## src/include/trk_io_pkg.sv

```systemverilog
// How it works
// RULE1: four inputs, pulled up, float high
// RULE2: three outputs set by host or remote
// RULE3: per-line type plus rise/fall trigger enables
// RULE4: emergency-type trigger enters emergency tracking
// RULE5: test-type trigger enters test tracking
// RULE6: general-type trigger queues one input report; triggers on several general lines in one cycle queue only one report
// RULE7: input levels always offered to position reports
// RULE8: defaults: line0 emergency fall, line1 test fall
// RULE9: line 0 shared with onboard emergency button
// RULE10: momentary press starts emergency tracking anytime
// RULE11: momentary hold over three seconds exits emergency
// RULE12: lamp on while emergency tracking active
// RULE13: switch type momentary or latching, momentary default
// RULE14: latching: active level enables, opposite disables
// RULE15: pin report enabled: level change sends notice
// RULE16: fixed baud, default 19.2k, 4.8k to 115.2k
// RULE17: two-flop sync and debounce before edge detect
package trk_io_pkg;
    // system clock
    localparam int CLK_HZ = 10_000_000;
    // timing figures in their own unit
    localparam int HOLD_EXIT_MS = 3000;
    localparam int DEBOUNCE_MS = 5;
    localparam int HOLD_EXIT_CYCLES = HOLD_EXIT_MS * (CLK_HZ / 1000);
    localparam int DEBOUNCE_CYCLES = DEBOUNCE_MS * (CLK_HZ / 1000);
    // serial rates in bit/s
    localparam int BAUD_4800 = 4800;
    localparam int BAUD_9600 = 9600;
    localparam int BAUD_19200 = 19200;
    localparam int BAUD_38400 = 38400;
    localparam int BAUD_57600 = 57600;
    localparam int BAUD_115200 = 115200;
    // rate select codes
    typedef enum logic [2:0] {
        RATE_4800 = 3'h0,
        RATE_9600 = 3'h1,
        RATE_19200 = 3'h2,
        RATE_38400 = 3'h3,
        RATE_57600 = 3'h4,
        RATE_115200 = 3'h5
    } rate_t;
    // input line types
    typedef enum logic [1:0] {
        TYPE_EMERG = 2'h0,
        TYPE_TEST = 2'h1,
        TYPE_GENERAL = 2'h2
    } in_type_t;
    // per-line config nibble layout
    localparam int CFG_W = 4;
    localparam int CFG_TYPE_LSB = 0;
    localparam int CFG_RISE_BIT = 2;
    localparam int CFG_FALL_BIT = 3;
    // control register bits
    localparam int CTRL_LATCH_BIT = 0;
    localparam int CTRL_PREN_BIT = 1;
    // interrupt status bits
    localparam int INT_EMG_ON = 0;
    localparam int INT_EMG_OFF = 1;
    localparam int INT_TEST = 2;
    localparam int INT_REPORT = 3;
    localparam int INT_PIN = 4;
    localparam int INT_W = 5;
    // status register bits above the four levels
    localparam int STAT_EMG_BIT = 4;
    localparam int STAT_LATCH_BIT = 5;
    // register byte offsets
    localparam logic [7:0] ADDR_IN_CFG = 8'h00;
    localparam logic [7:0] ADDR_CTRL = 8'h04;
    localparam logic [7:0] ADDR_OUT = 8'h08;
    localparam logic [7:0] ADDR_BAUD = 8'h0c;
    localparam logic [7:0] ADDR_STATUS = 8'h10;
    localparam logic [7:0] ADDR_INT_STAT = 8'h14;
    localparam logic [7:0] ADDR_INT_MASK = 8'h18;
    localparam logic [7:0] ADDR_REPORT = 8'h1c;
    // reset values
    localparam logic [15:0] IN_CFG_RST = 16'h2298;
    localparam logic [1:0] CTRL_RST = 2'h0;
    localparam logic [2:0] OUT_RST = 3'h0;
    localparam logic [4:0] INT_MASK_RST = 5'h00;
endpackage

```

## src/core/tracker_io_trigger_logic.sv

```systemverilog
// The implementer's own choices: the APB register port and the register offsets.
`timescale 1ns/1ns
`default_nettype none
module tracker_io_trigger_logic #(
    parameter int DEBOUNCE_CYCLES = trk_io_pkg::DEBOUNCE_CYCLES,
    parameter int HOLD_CYCLES = trk_io_pkg::HOLD_EXIT_CYCLES
)
(
    input wire logic MCLK_I,
    input wire logic RESETN_I,
    input wire logic PSEL_I,
    input wire logic PENABLE_I,
    input wire logic PWRITE_I,
    input wire logic [7:0] PADDR_I,
    input wire logic [31:0] PWDATA_I,
    output logic [31:0] PRDATA_O,
    output logic PREADY_O,
    output logic PSLVERR_O,
    input wire logic [3:0] IN_LINE_I,
    input wire logic EMERG_BUTTON_N_I,
    input wire logic REMOTE_OUT_WE_I,
    input wire logic [2:0] REMOTE_OUT_I,
    output logic [2:0] OUT_LINE_O,
    output logic EMERG_LAMP_O,
    output logic EMERG_TRACK_O,
    output logic TEST_TRACK_O,
    output logic INPUT_REPORT_O,
    output logic PIN_NOTICE_O,
    output logic [3:0] INPUT_LEVELS_O,
    output logic BAUD_TICK_O,
    output logic IRQ_O
);

    // emergency state machine codes
    typedef enum logic [1:0] {
        EMG_OFF = 2'b00,
        EMG_HELD = 2'b01,
        EMG_ARMED = 2'b10
    } emg_state_t;
    // divisor for one bit time at the selected rate
    function automatic logic [15:0] baud_div(input logic [2:0] code);
        int bps;
        unique case (code)
            trk_io_pkg::RATE_4800: bps = trk_io_pkg::BAUD_4800;
            trk_io_pkg::RATE_9600: bps = trk_io_pkg::BAUD_9600;
            trk_io_pkg::RATE_19200: bps = trk_io_pkg::BAUD_19200;
            trk_io_pkg::RATE_38400: bps = trk_io_pkg::BAUD_38400;
            trk_io_pkg::RATE_57600: bps = trk_io_pkg::BAUD_57600;
            trk_io_pkg::RATE_115200: bps = trk_io_pkg::BAUD_115200;
            default: bps = trk_io_pkg::BAUD_19200;
        endcase
        return 16'(trk_io_pkg::CLK_HZ / bps - 1);
    endfunction
    // true when a rate code names a supported rate
    function automatic logic rate_ok(input logic [2:0] code);
        return code <= trk_io_pkg::RATE_115200;
    endfunction
    // synchroniser stages: bits 3:0 input lines, bit 4 button
    logic [4:0] sync1_reg;
    logic [4:0] sync2_reg;
    // debounced levels and their counters
    logic [3:0] deb_reg, deb_next;
    logic [15:0] dcnt_reg [4];
    logic [15:0] dcnt_next [4];
    // one-cycle edge pulses aligned with the debounced level
    logic [3:0] rise_reg, rise_next;
    logic [3:0] fall_reg, fall_next;
    // combined line 0 level, button and external pin
    logic [3:0] raw_lvl;
    // emergency tracking state and hold timer
    emg_state_t emg_reg, emg_next;
    logic [24:0] hold_reg, hold_next;
    logic emg_on_reg, emg_on_next;
    // trigger pulses to the tracking logic
    logic test_reg, test_next;
    logic report_reg, report_next;
    logic notice_reg, notice_next;
    // decoded trigger terms
    logic [3:0] hit;
    logic emg_hit, test_hit;
    logic [2:0] gen_hits;
    logic emg_level;
    logic ev_emg_on, ev_emg_off;
    // software registers
    logic [15:0] cfg_reg, cfg_next;
    logic [1:0] ctrl_reg, ctrl_next;
    logic [2:0] out_reg, out_next;
    logic [2:0] rate_reg, rate_next;
    logic [4:0] int_reg, int_next;
    logic [4:0] mask_reg, mask_next;
    logic [7:0] queue_reg, queue_next;
    logic irq_reg, irq_next;
    // apb answer
    logic [31:0] prdata_reg, prdata_next;
    logic pready_reg, pready_next;
    logic pslverr_reg, pslverr_next;
    logic wr_en, rd_en;
    logic [4:0] events;
    // baud tick divider
    logic [15:0] bcnt_reg, bcnt_next;
    logic btick_reg, btick_next;

    // two flops on each pin; the pad pull-up keeps an open line high, so reset high
    always_ff @(posedge MCLK_I or negedge RESETN_I)
    begin
        if (!RESETN_I)
        begin
            sync1_reg <= 5'h1f; // see RULE1
            sync2_reg <= 5'h1f;
        end
        else
        begin
            sync1_reg <= {EMERG_BUTTON_N_I, IN_LINE_I}; // see RULE17
            sync2_reg <= sync1_reg;
        end
    end
    // debounce: a level must hold for the whole window before it is accepted
    always_comb
    begin
        raw_lvl = sync2_reg[3:0];
        raw_lvl[0] = sync2_reg[0] & sync2_reg[4]; // see RULE9
        deb_next = deb_reg;
        rise_next = 4'h0;
        fall_next = 4'h0;
        for (int i = 0; i < 4; i++)
        begin
            dcnt_next[i] = 16'h0000;
            if (raw_lvl[i] != deb_reg[i])
            begin
                // level differs: count, flip at end of window
                if (dcnt_reg[i] == 16'(DEBOUNCE_CYCLES - 1))
                begin
                    deb_next[i] = raw_lvl[i]; // see RULE17
                    rise_next[i] = raw_lvl[i];
                    fall_next[i] = ~raw_lvl[i];
                end
                else
                    dcnt_next[i] = dcnt_reg[i] + 16'h0001;
            end
        end
    end

    // debounce registers
    always_ff @(posedge MCLK_I or negedge RESETN_I)
    begin
        if (!RESETN_I)
        begin
            deb_reg <= 4'hf;
            rise_reg <= 4'h0;
            fall_reg <= 4'h0;
            dcnt_reg <= '{default: 16'h0000};
        end
        else
        begin
            deb_reg <= deb_next;
            rise_reg <= rise_next;
            fall_reg <= fall_next;
            dcnt_reg <= dcnt_next;
        end
    end

    // trigger decode per line and emergency state machine
    always_comb
    begin
        emg_hit = 1'b0;
        test_hit = 1'b0;
        gen_hits = 3'h0;
        emg_level = 1'b0;
        for (int i = 0; i < 4; i++)
        begin
            // enabled edge on this line
            hit[i] = (cfg_reg[i * 4 + trk_io_pkg::CFG_RISE_BIT] & rise_reg[i])
                   | (cfg_reg[i * 4 + trk_io_pkg::CFG_FALL_BIT] & fall_reg[i]); // see RULE3
            unique case (cfg_reg[i * 4 +: 2])
                trk_io_pkg::TYPE_EMERG:
                begin
                    emg_hit = emg_hit | hit[i]; // see RULE4
                    // active level: low when falling edge triggers, else high when rising edge does
                    if (cfg_reg[i * 4 + trk_io_pkg::CFG_FALL_BIT])
                        emg_level = emg_level | ~deb_reg[i]; // see RULE14
                    else if (cfg_reg[i * 4 + trk_io_pkg::CFG_RISE_BIT])
                        emg_level = emg_level | deb_reg[i];
                end
                trk_io_pkg::TYPE_TEST: test_hit = test_hit | hit[i]; // see RULE5
                trk_io_pkg::TYPE_GENERAL: gen_hits = gen_hits + {2'b00, hit[i]}; // see RULE6
                default: ; // reserved type code: line does nothing
            endcase
        end
        emg_next = emg_reg;
        hold_next = 25'h0000000;
        if (ctrl_reg[trk_io_pkg::CTRL_LATCH_BIT])
        begin
            // latching: follow the active level directly
            emg_next = emg_level ? EMG_HELD : EMG_OFF; // see RULE14
        end
        else
        begin
            unique case (emg_reg)
                EMG_OFF:
                begin
                    // a press starts tracking whenever idle
                    if (emg_hit)
                        emg_next = EMG_HELD; // see RULE10
                end
                EMG_HELD:
                begin
                    // wait for the starting press to be released
                    if (!emg_level)
                        emg_next = EMG_ARMED;
                end
                EMG_ARMED:
                begin
                    // a long hold ends tracking
                    if (emg_level)
                    begin
                        if (hold_reg >= 25'(HOLD_CYCLES))
                            emg_next = EMG_OFF; // see RULE11
                        else
                            hold_next = hold_reg + 25'h0000001;
                    end
                end
                default: emg_next = EMG_OFF;
            endcase
        end
        emg_on_next = (emg_next != EMG_OFF); // see RULE12
        ev_emg_on = emg_on_next & ~emg_on_reg;
        ev_emg_off = ~emg_on_next & emg_on_reg;
        test_next = test_hit;
        report_next = (gen_hits != 3'h0);
        // notice on any accepted level change while enabled
        notice_next = ctrl_reg[trk_io_pkg::CTRL_PREN_BIT] & ((rise_reg | fall_reg) != 4'h0); // see RULE15
    end

    // trigger state registers
    always_ff @(posedge MCLK_I or negedge RESETN_I)
    begin
        if (!RESETN_I)
        begin
            emg_reg <= EMG_OFF;
            hold_reg <= 25'h0000000;
            emg_on_reg <= 1'b0;
            test_reg <= 1'b0;
            report_reg <= 1'b0;
            notice_reg <= 1'b0;
        end
        else
        begin
            emg_reg <= emg_next;
            hold_reg <= hold_next;
            emg_on_reg <= emg_on_next;
            test_reg <= test_next;
            report_reg <= report_next;
            notice_reg <= notice_next;
        end
    end

    // apb slave, register file and interrupt bits
    always_comb
    begin
        wr_en = PSEL_I & PENABLE_I & pready_reg & PWRITE_I;
        rd_en = PSEL_I & PENABLE_I & ~pready_reg & ~PWRITE_I;
        cfg_next = cfg_reg;
        ctrl_next = ctrl_reg;
        out_next = out_reg;
        rate_next = rate_reg;
        mask_next = mask_reg;
        int_next = int_reg;
        queue_next = queue_reg;
        // one wait state: ready rises in the second access cycle
        pready_next = PSEL_I & PENABLE_I & ~pready_reg;
        pslverr_next = 1'b0;
        prdata_next = 32'h00000000;
        if (PSEL_I & PENABLE_I & ~pready_reg)
        begin
            // decode once, answer with ready
            unique case (PADDR_I)
                trk_io_pkg::ADDR_IN_CFG: prdata_next = {16'h0000, cfg_reg};
                trk_io_pkg::ADDR_CTRL: prdata_next = {30'h00000000, ctrl_reg};
                trk_io_pkg::ADDR_OUT: prdata_next = {29'h00000000, out_reg};
                trk_io_pkg::ADDR_BAUD: prdata_next = {29'h00000000, rate_reg};
                trk_io_pkg::ADDR_STATUS: prdata_next = {26'h0000000, ctrl_reg[0], emg_on_reg, deb_reg};
                trk_io_pkg::ADDR_INT_STAT: prdata_next = {27'h0000000, int_reg};
                trk_io_pkg::ADDR_INT_MASK: prdata_next = {27'h0000000, mask_reg};
                trk_io_pkg::ADDR_REPORT: prdata_next = {24'h000000, queue_reg};
                default: pslverr_next = 1'b1;
            endcase
            if (!rd_en)
                prdata_next = 32'h00000000;
        end
        // remote update of the outputs
        if (REMOTE_OUT_WE_I)
            out_next = REMOTE_OUT_I; // see RULE2
        if (wr_en)
        begin
            unique case (PADDR_I)
                trk_io_pkg::ADDR_IN_CFG: cfg_next = PWDATA_I[15:0]; // see RULE3
                trk_io_pkg::ADDR_CTRL: ctrl_next = PWDATA_I[1:0]; // see RULE13
                trk_io_pkg::ADDR_OUT: out_next = PWDATA_I[2:0]; // see RULE2
                // unsupported rate codes leave the rate alone
                trk_io_pkg::ADDR_BAUD: if (rate_ok(PWDATA_I[2:0])) rate_next = PWDATA_I[2:0]; // see RULE16
                trk_io_pkg::ADDR_INT_STAT: int_next = int_reg & ~PWDATA_I[4:0];
                trk_io_pkg::ADDR_INT_MASK: mask_next = PWDATA_I[4:0];
                // host takes one report off the queue
                trk_io_pkg::ADDR_REPORT: if (queue_reg != 8'h00) queue_next = queue_reg - 8'h01;
                default: ;
            endcase
        end
        // new reports enter the queue, saturating
        if (report_reg && queue_next != 8'hff)
            queue_next = queue_next + 8'h01; // see RULE6
        // hardware set wins over a write-one clear in the same cycle
        events = 5'h00;
        events[trk_io_pkg::INT_EMG_ON] = ev_emg_on;
        events[trk_io_pkg::INT_EMG_OFF] = ev_emg_off;
        events[trk_io_pkg::INT_TEST] = test_reg;
        events[trk_io_pkg::INT_REPORT] = report_reg;
        events[trk_io_pkg::INT_PIN] = notice_reg;
        int_next = int_next | events;
        irq_next = (int_next & mask_next) != 5'h00;
    end

    // register file registers
    always_ff @(posedge MCLK_I or negedge RESETN_I)
    begin
        if (!RESETN_I)
        begin
            cfg_reg <= trk_io_pkg::IN_CFG_RST; // see RULE8
            ctrl_reg <= trk_io_pkg::CTRL_RST; // see RULE13
            out_reg <= trk_io_pkg::OUT_RST;
            rate_reg <= trk_io_pkg::RATE_19200; // see RULE16
            int_reg <= 5'h00;
            mask_reg <= trk_io_pkg::INT_MASK_RST;
            queue_reg <= 8'h00;
            irq_reg <= 1'b0;
            prdata_reg <= 32'h00000000;
            pready_reg <= 1'b0;
            pslverr_reg <= 1'b0;
        end
        else
        begin
            cfg_reg <= cfg_next;
            ctrl_reg <= ctrl_next;
            out_reg <= out_next;
            rate_reg <= rate_next;
            int_reg <= int_next;
            mask_reg <= mask_next;
            queue_reg <= queue_next;
            irq_reg <= irq_next;
            prdata_reg <= prdata_next;
            pready_reg <= pready_next;
            pslverr_reg <= pslverr_next;
        end
    end

    // bit-rate enable: one pulse per bit time, restarts on a rate change
    always_comb
    begin
        btick_next = 1'b0;
        if (rate_next != rate_reg)
            bcnt_next = 16'h0000;
        else if (bcnt_reg >= baud_div(rate_reg))
        begin
            bcnt_next = 16'h0000;
            btick_next = 1'b1; // see RULE16
        end
        else
            bcnt_next = bcnt_reg + 16'h0001;
    end
    // bit-rate divider registers
    always_ff @(posedge MCLK_I or negedge RESETN_I)
    begin
        if (!RESETN_I)
        begin
            bcnt_reg <= 16'h0000;
            btick_reg <= 1'b0;
        end
        else
        begin
            bcnt_reg <= bcnt_next;
            btick_reg <= btick_next;
        end
    end

    // every output straight from a flop
    assign PRDATA_O = prdata_reg;
    assign PREADY_O = pready_reg;
    assign PSLVERR_O = pslverr_reg;
    assign OUT_LINE_O = out_reg;
    assign EMERG_LAMP_O = emg_on_reg; // see RULE12
    assign EMERG_TRACK_O = emg_on_reg;
    assign TEST_TRACK_O = test_reg;
    assign INPUT_REPORT_O = report_reg;
    assign PIN_NOTICE_O = notice_reg;
    assign INPUT_LEVELS_O = deb_reg; // see RULE7
    assign BAUD_TICK_O = btick_reg;
    assign IRQ_O = irq_reg;

endmodule
`default_nettype wire

```

## config.mk

```make
export PLATFORM = sky130hd
export DESIGN_NAME = tracker_io_trigger_logic
export DESIGN_NICKNAME = d
export VERILOG_FILES = /design/src/include/trk_io_pkg.sv /design/src/core/tracker_io_trigger_logic.sv
export SDC_FILE = /design/constraint.sdc
export NUM_CORES = 1
export LEC_CHECK = 0
export BUFFER_PORTS_ARGS = -buffer_cell sky130_fd_sc_hd__buf_4
export CORE_AREA = 8 8 192 194
export DETAILED_ROUTE_END_ITERATION = 8
export DIE_AREA = 0 0 200 202
export HOLD_SLACK_MARGIN = 0.12
export PLACE_DENSITY = 0.83
export SLEW_MARGIN = 10
export SYNTH_ARGS = -nofsm -noshare
export SYNTH_HDL_FRONTEND = slang
export SYNTH_SLANG_ARGS = --single-unit
```

## constraint.sdc

```tcl
create_clock -name MCLK_I -period 68.4 [get_ports MCLK_I]
set_input_delay 3.42 -clock MCLK_I [delete_from_list [all_inputs] [get_ports MCLK_I]]
set_output_delay 3.42 -clock MCLK_I [all_outputs]
set_load 0.05 [all_outputs]
```

==> impl_metrics.tcl, run 1 <==
set metrics [dict create \
    min_period_ns 35.38 \
    worstSkewPairLatency_ns 0.44 \
    dp_cells 3179 \
    grt-ovfl-total 0 \
    endpoint_kind "flip-flop" \
    crit_arrival_ns 35.74 \
    skew_ns 0.01165 \
    ctsHoldBuffers 0 \
    finalHoldViolations 0 \
    vias_per_cell 6.702 \
    global_route.usage.met2_pct 53.39 \
    yosys_warnings 0 \
    nNetsFinal 2979 \
    cts_tree "yes" \
    async_reset_ff_share_pct 100.0 \
    cts_setup_buffers 0 \
    clock-root-buffer "clkbuf_16" \
    hpwl_um 48790 \
    yosysSeqAreaShare_pct 22.66 \
    met1_usage_pct 40.36 \
    path_max_fanout 31 \
    drt_iter0_markers 1986 \
    max_stage_delay_ns 0.75 \
    final_common_cell "nor2_1" \
    fin_crit_sh_pct 51.73 \
    cts_inserted_buffers 17 \
    critPathMostFrequentCell "a21oi_1" \
    r2r.worst_path.cells 152 \
    antenna_cells 0 \
    antenna_found_initial 1 \
    ys_types 126 \
    holdPathStages 0 \
    rows 68 \
    layout_common_cells "311 x nor2_1, 217 x nand2_1, 187 x a21oi_1" \
    instances_no_fill 3211 \
    clkSlewWorstSetupHoldPaths_ns 0.07 \
    drv_cap 0 \
    io_buffers 69 \
    fin_tns_setup_ns 0 \
    start_util_pct 63.75 \
    cp_slowest_cell "a221oi_1" \
    wl_per_cell_um 20.37 \
    die_w_um 200 \
    status "completed" \
    dieHeight_um 202 \
    relSlewSlack_pct 25.90 \
    fp.coreArea_um2 33950 \
    path_delay_family "compound AO/OA/AOI/OAI gates" \
    post-route-drc-count 0 \
    first_global_vias 21070 \
    clkSinkCount 195 \
    gp_congestion 0.9807 \
    cts.path.max_buffers 2 \
    synthCells 2710 \
    vias 21520 \
    grt-busiest-layer "met2" \
    worst_pin_slew_ns 1.109 \
    path_depth 152 \
    ios 102 \
    grt_first_pass_wirelength_um 106000 \
    avgSynthCellArea_um2 7.986 \
    syn-cell-area_um2 21640 \
    die_area_um2 40400 \
    cts_resized 0 \
    drt_first_pass_iters 6 \
    worstSetupPathType "flip-flop to flip-flop" \
    use_met3_pct 4.474 \
    synthToLayoutAreaGrowth_pct 6.960 \
    critPathRequiredTime_ns 68.75 \
    grt_max_degree 120 \
    startpoint_type "flip-flop" \
    drtAntennaViolNets 0 \
    cts-htree-levels 4 \
    synth_flop_cell "dfrtp_1" \
    track_usage_pct 31.74 \
    slew_violations 0 \
    synth_edf_count 0 \
    hp-class "flip-flop to flip-flop" \
    crit_buf_inv 6 \
    rsz0062_at_grt "no" \
    yosys_register_bits 195 \
    drive_above_1_share_pct 11.03 \
    fmax_mhz 28.26 \
    largest_reg_flops 64 \
    setup_violations 0 \
    wl_um 65420 \
]
metrics by stage:
step	utilization [%]	setup slack, ns	hold WS (ns)	instance area [um2]
after floorplan	-	38.77	0.3452	21720
after global placement	66.35	34.43	0.3462	22530
after detailed placement	66.35	33.96	0.3472	22530
after CTS	68.19	33.83	0.3574	23150
after global routing	68.19	30.37	0.3608	23150
final	68.19	33.02	0.3576	23150
kinds of logic after synthesis:
kind of cell,after synthesis,synth area share (%)
fa+ha+maj,182,10.56
buf+inv,174,3.526
mux,81,4.105
xor+xnor,221,8.978
simple gates,1096,25.93
flops,195,22.66
other cells,1,0.01733
compound gates,760,24.23
layer usage:
layer,wire (um),part of all wire [%]
met4,2452,3.7
met3,5178,7.9
met2,30800,47
met5,13,0.020
met1,26970,41
worst paths after layout:
kind | start | endpoint | slack (ns)
worst max-delay path | rate_reg[2]$_DFF_PN0_ | bcnt_reg[15]$_DFF_PN0_ | 33.02
worst min-delay path | sync1_reg[3]$_DFF_PN1_ | sync2_reg[3]$_DFF_PN1_ | 0.36
worst max register to register | rate_reg[2]$_DFF_PN0_ | bcnt_reg[15]$_DFF_PN0_ | 33.02
worst min register to register | sync1_reg[3]$_DFF_PN1_ | sync2_reg[3]$_DFF_PN1_ | 0.36
max in group asynchronous | RESETN_I | hold_reg[9]$_DFF_PN0_ | 63.76
min in group asynchronous | RESETN_I | dcnt_reg[29]$_DFF_PN0_ | 3.11
cell usage after synthesis, drive strengths merged, types with 39 or more instances:
| library cell | instances | area share [%] |
|---|---|---|
| clkbuf | 54 | 0.94 |
| a21oi | 191 | 4.5 |
| xnor2 | 126 | 5.1 |
| a21o | 86 | 3.0 |
| xor2 | 95 | 3.9 |
| ha | 181 | 10 |
| nand2b | 49 | 1.4 |
| nand2 | 220 | 3.9 |
| mux2 | 53 | 2.8 |
| inv | 72 | 1.2 |
| nor3 | 75 | 1.8 |
| a31oi | 54 | 1.7 |
| buf | 45 | 1.3 |
| nand4 | 39 | 1.2 |
| nor2 | 312 | 5.4 |
| nand3 | 109 | 2.6 |
| o21ai | 131 | 3.1 |
| dfrtp | 175 | 20 |
| and3 | 56 | 1.6 |
layout make-up:
cell class              instances  area [um2]
multi-input cells            2362       16070
well taps                     455       569.3
clock inverters                14       195.2
clock buffers                  18       429.2
flip-flops and latches        195        4905
inverters                      75       286.5
repair buffers                 92       696.9
fillers                      2785       10800
worst reg2reg max path: cells and delay by family, from the launching register on:
kind | cells | cell delay [ns]
compound gates | 66 | 14.46
simple gates | 61 | 12.85
fa+ha+maj | 17 | 5.66
buf+inv | 6 | 1.50
flops | 1 | 0.36
mux | 1 | 0.22
xor+xnor | 1 | 0.19
Power of run 1 is not shown: default switching activity piles up to over one toggle a cycle in this logic, so the estimate is an artifact.
==> run 2: changes to the inputs <==
--- a/config.mk
+++ b/config.mk
@@ -6,11 +6,11 @@
 export NUM_CORES = 1
 export LEC_CHECK = 0
 export BUFFER_PORTS_ARGS = -buffer_cell sky130_fd_sc_hd__buf_4
-export CORE_AREA = 8 8 192 194
+export CORE_AREA = 8 8 203 205
 export DETAILED_ROUTE_END_ITERATION = 8
-export DIE_AREA = 0 0 200 202
+export DIE_AREA = 0 0 211 213
 export HOLD_SLACK_MARGIN = 0.12
-export PLACE_DENSITY = 0.83
+export PLACE_DENSITY = 0.78
 export SLEW_MARGIN = 10
 export SYNTH_ARGS = -nofsm -noshare
 export SYNTH_HDL_FRONTEND = slang
==> constraint.sdc (replaced) <==
create_clock -name MCLK_I -period 30.9 [get_ports MCLK_I]
set_input_delay 1.545 -clock MCLK_I [delete_from_list [all_inputs] [get_ports MCLK_I]]
set_output_delay 1.545 -clock MCLK_I [all_outputs]
set_load 0.05 [all_outputs]
==> impl_metrics.tcl, run 2 (synthesis results as in run 1) <==
set metrics [dict create \
    drt_first_pass_iters 6 \
    die_w_um 211 \
    crit_buf_inv 7 \
    antenna_cells 0 \
    gp_congestion 0.9935 \
    grt_first_pass_wirelength_um 108000 \
    rows 72 \
    cts.path.max_buffers 2 \
    clkSinkCount 195 \
    fin_crit_sh_pct 92.45 \
    max_stage_delay_ns 0.61 \
    path_max_fanout 16 \
    cts_inserted_buffers 17 \
    ios 102 \
    io_buffers 69 \
    drv_cap 0 \
    drt_iter0_markers 1995 \
    skew_ns 0.01043 \
    status "completed" \
    relSlewSlack_pct 29.25 \
    antenna_found_initial 0 \
    cp_slowest_cell "or4b_1" \
    cts_tree "yes" \
    startpoint_type "flip-flop" \
    post-place-ws_ns 0.2949 \
    ctsHoldBuffers 0 \
    die_area_um2 44940 \
    hpwl_um 50140 \
    track_usage_pct 29.18 \
    endpoint_kind "flip-flop" \
    start_util_pct 56.80 \
    worstSetupPathType "flip-flop to flip-flop" \
    vias 21570 \
    reg2reg_setup_slack_ns 2.33 \
    worstSkewPairLatency_ns 0.44 \
    crit_arrival_ns 28.93 \
    finalHoldViolations 0 \
    grt-ovfl-total 0 \
    layout_common_cells "308 x nor2_1, 216 x nand2_1, 185 x a21oi_1" \
    drtAntennaViolNets 0 \
    post-route-drc-count 0 \
    dieHeight_um 213 \
    largest_reg_flops 64 \
    design_area_um2 23640 \
    min_period_ns 28.57 \
    nNetsFinal 3024 \
    placed_cell_area_um2 22840 \
    hp-class "flip-flop to flip-flop" \
    fin_util_pct 62.03 \
    cts-htree-levels 4 \
    fmax_mhz 35.01 \
    critPathMostFrequentCell "a21oi_1" \
    fp.coreArea_um2 38110 \
    clock-root-buffer "clkbuf_16" \
    final_common_cell "nor2_1" \
    path_delay_family "compound AO/OA/AOI/OAI gates" \
    worst_pin_slew_ns 1.056 \
    clkSlewWorstSetupHoldPaths_ns 0.07 \
    vias_per_cell 6.498 \
    synthToLayoutAreaGrowth_pct 9.209 \
    drive_above_1_share_pct 13.07 \
    finalWorstSetupSlack_ns 2.333 \
    wl_per_cell_um 20.17 \
    slew_violations 0 \
    setup_violations 0 \
    grt_max_degree 125 \
    wl_um 66930 \
    critPathRequiredTime_ns 31.26 \
    first_global_vias 21260 \
]
-- run 2: cell count changes in the layout (fill, tap and decap cells not counted), moves of 3 or more --
cell      change
buf_4        +44
a21oi_2       +3
clkbuf_8      +3
nor2_1        -3
o21ai_0       -3
-- run 2: metrics by stage --
step / TNS, ns / cells / hold WS (ns)
floorplan: 0 / 2731 / 0.3452
global placement: 0 / 3274 / 0.3460
detailed placement: 0 / 3274 / 0.3469
CTS: 0 / 3306 / 0.3578
global route: -0.002331 / 3319 / 0.3582
finish: 0 / 3319 / 0.3513
-- run 2: path summary, 6_finish.rpt --
check / startpoint / to / cells after the start
max: rate_reg[0]$_DFF_PN0_ / bcnt_reg[10]$_DFF_PN0_ / 155
min: sync1_reg[3]$_DFF_PN1_ / sync2_reg[3]$_DFF_PN1_ / 0
max reg2reg: rate_reg[0]$_DFF_PN0_ / bcnt_reg[10]$_DFF_PN0_ / 155
min reg2reg: sync1_reg[3]$_DFF_PN1_ / sync2_reg[3]$_DFF_PN1_ / 0
max in group asynchronous: RESETN_I / dcnt_reg[19]$_DFF_PN0_ / 2
min in group asynchronous: RESETN_I / dcnt_reg[46]$_DFF_PN0_ / 1
-- run 2: worst reg2reg max path: cells and delay by family, from the launching register on --
family / cells / cell delay, ns
buf+inv: 7 / 1.17
fa+ha+maj: 17 / 5.04
flops: 1 / 0.46
mux: 3 / 0.73
simple gates: 58 / 8.86
compound gates: 70 / 12.26
-- run 2: cell type report --
class                   instances  area, um2
clock buffers                  22      474.2
clock inverters                10      123.9
fillers                      3341      14470
inverters                      75      286.5
multi-input cells            2363      16170
flip-flops and latches        195       4906
well taps                     518      648.1
repair buffers                136       1027
-- run 2: timing repair --
action                     CTS  global route
resized for setup            0            28
setup endpoints to repair    0            17
setup buffers                0            12
-- run 2: layer usage --
metal,track usage [%],vias up,wire (um)
met3,4.301,196,4924
met5,0,-,0
li1,-,10170,-
met1,36.51,10250,27850
met2,49.55,950,31400
met4,12.86,0,2757
Power of run 2 is left out for the same reason.
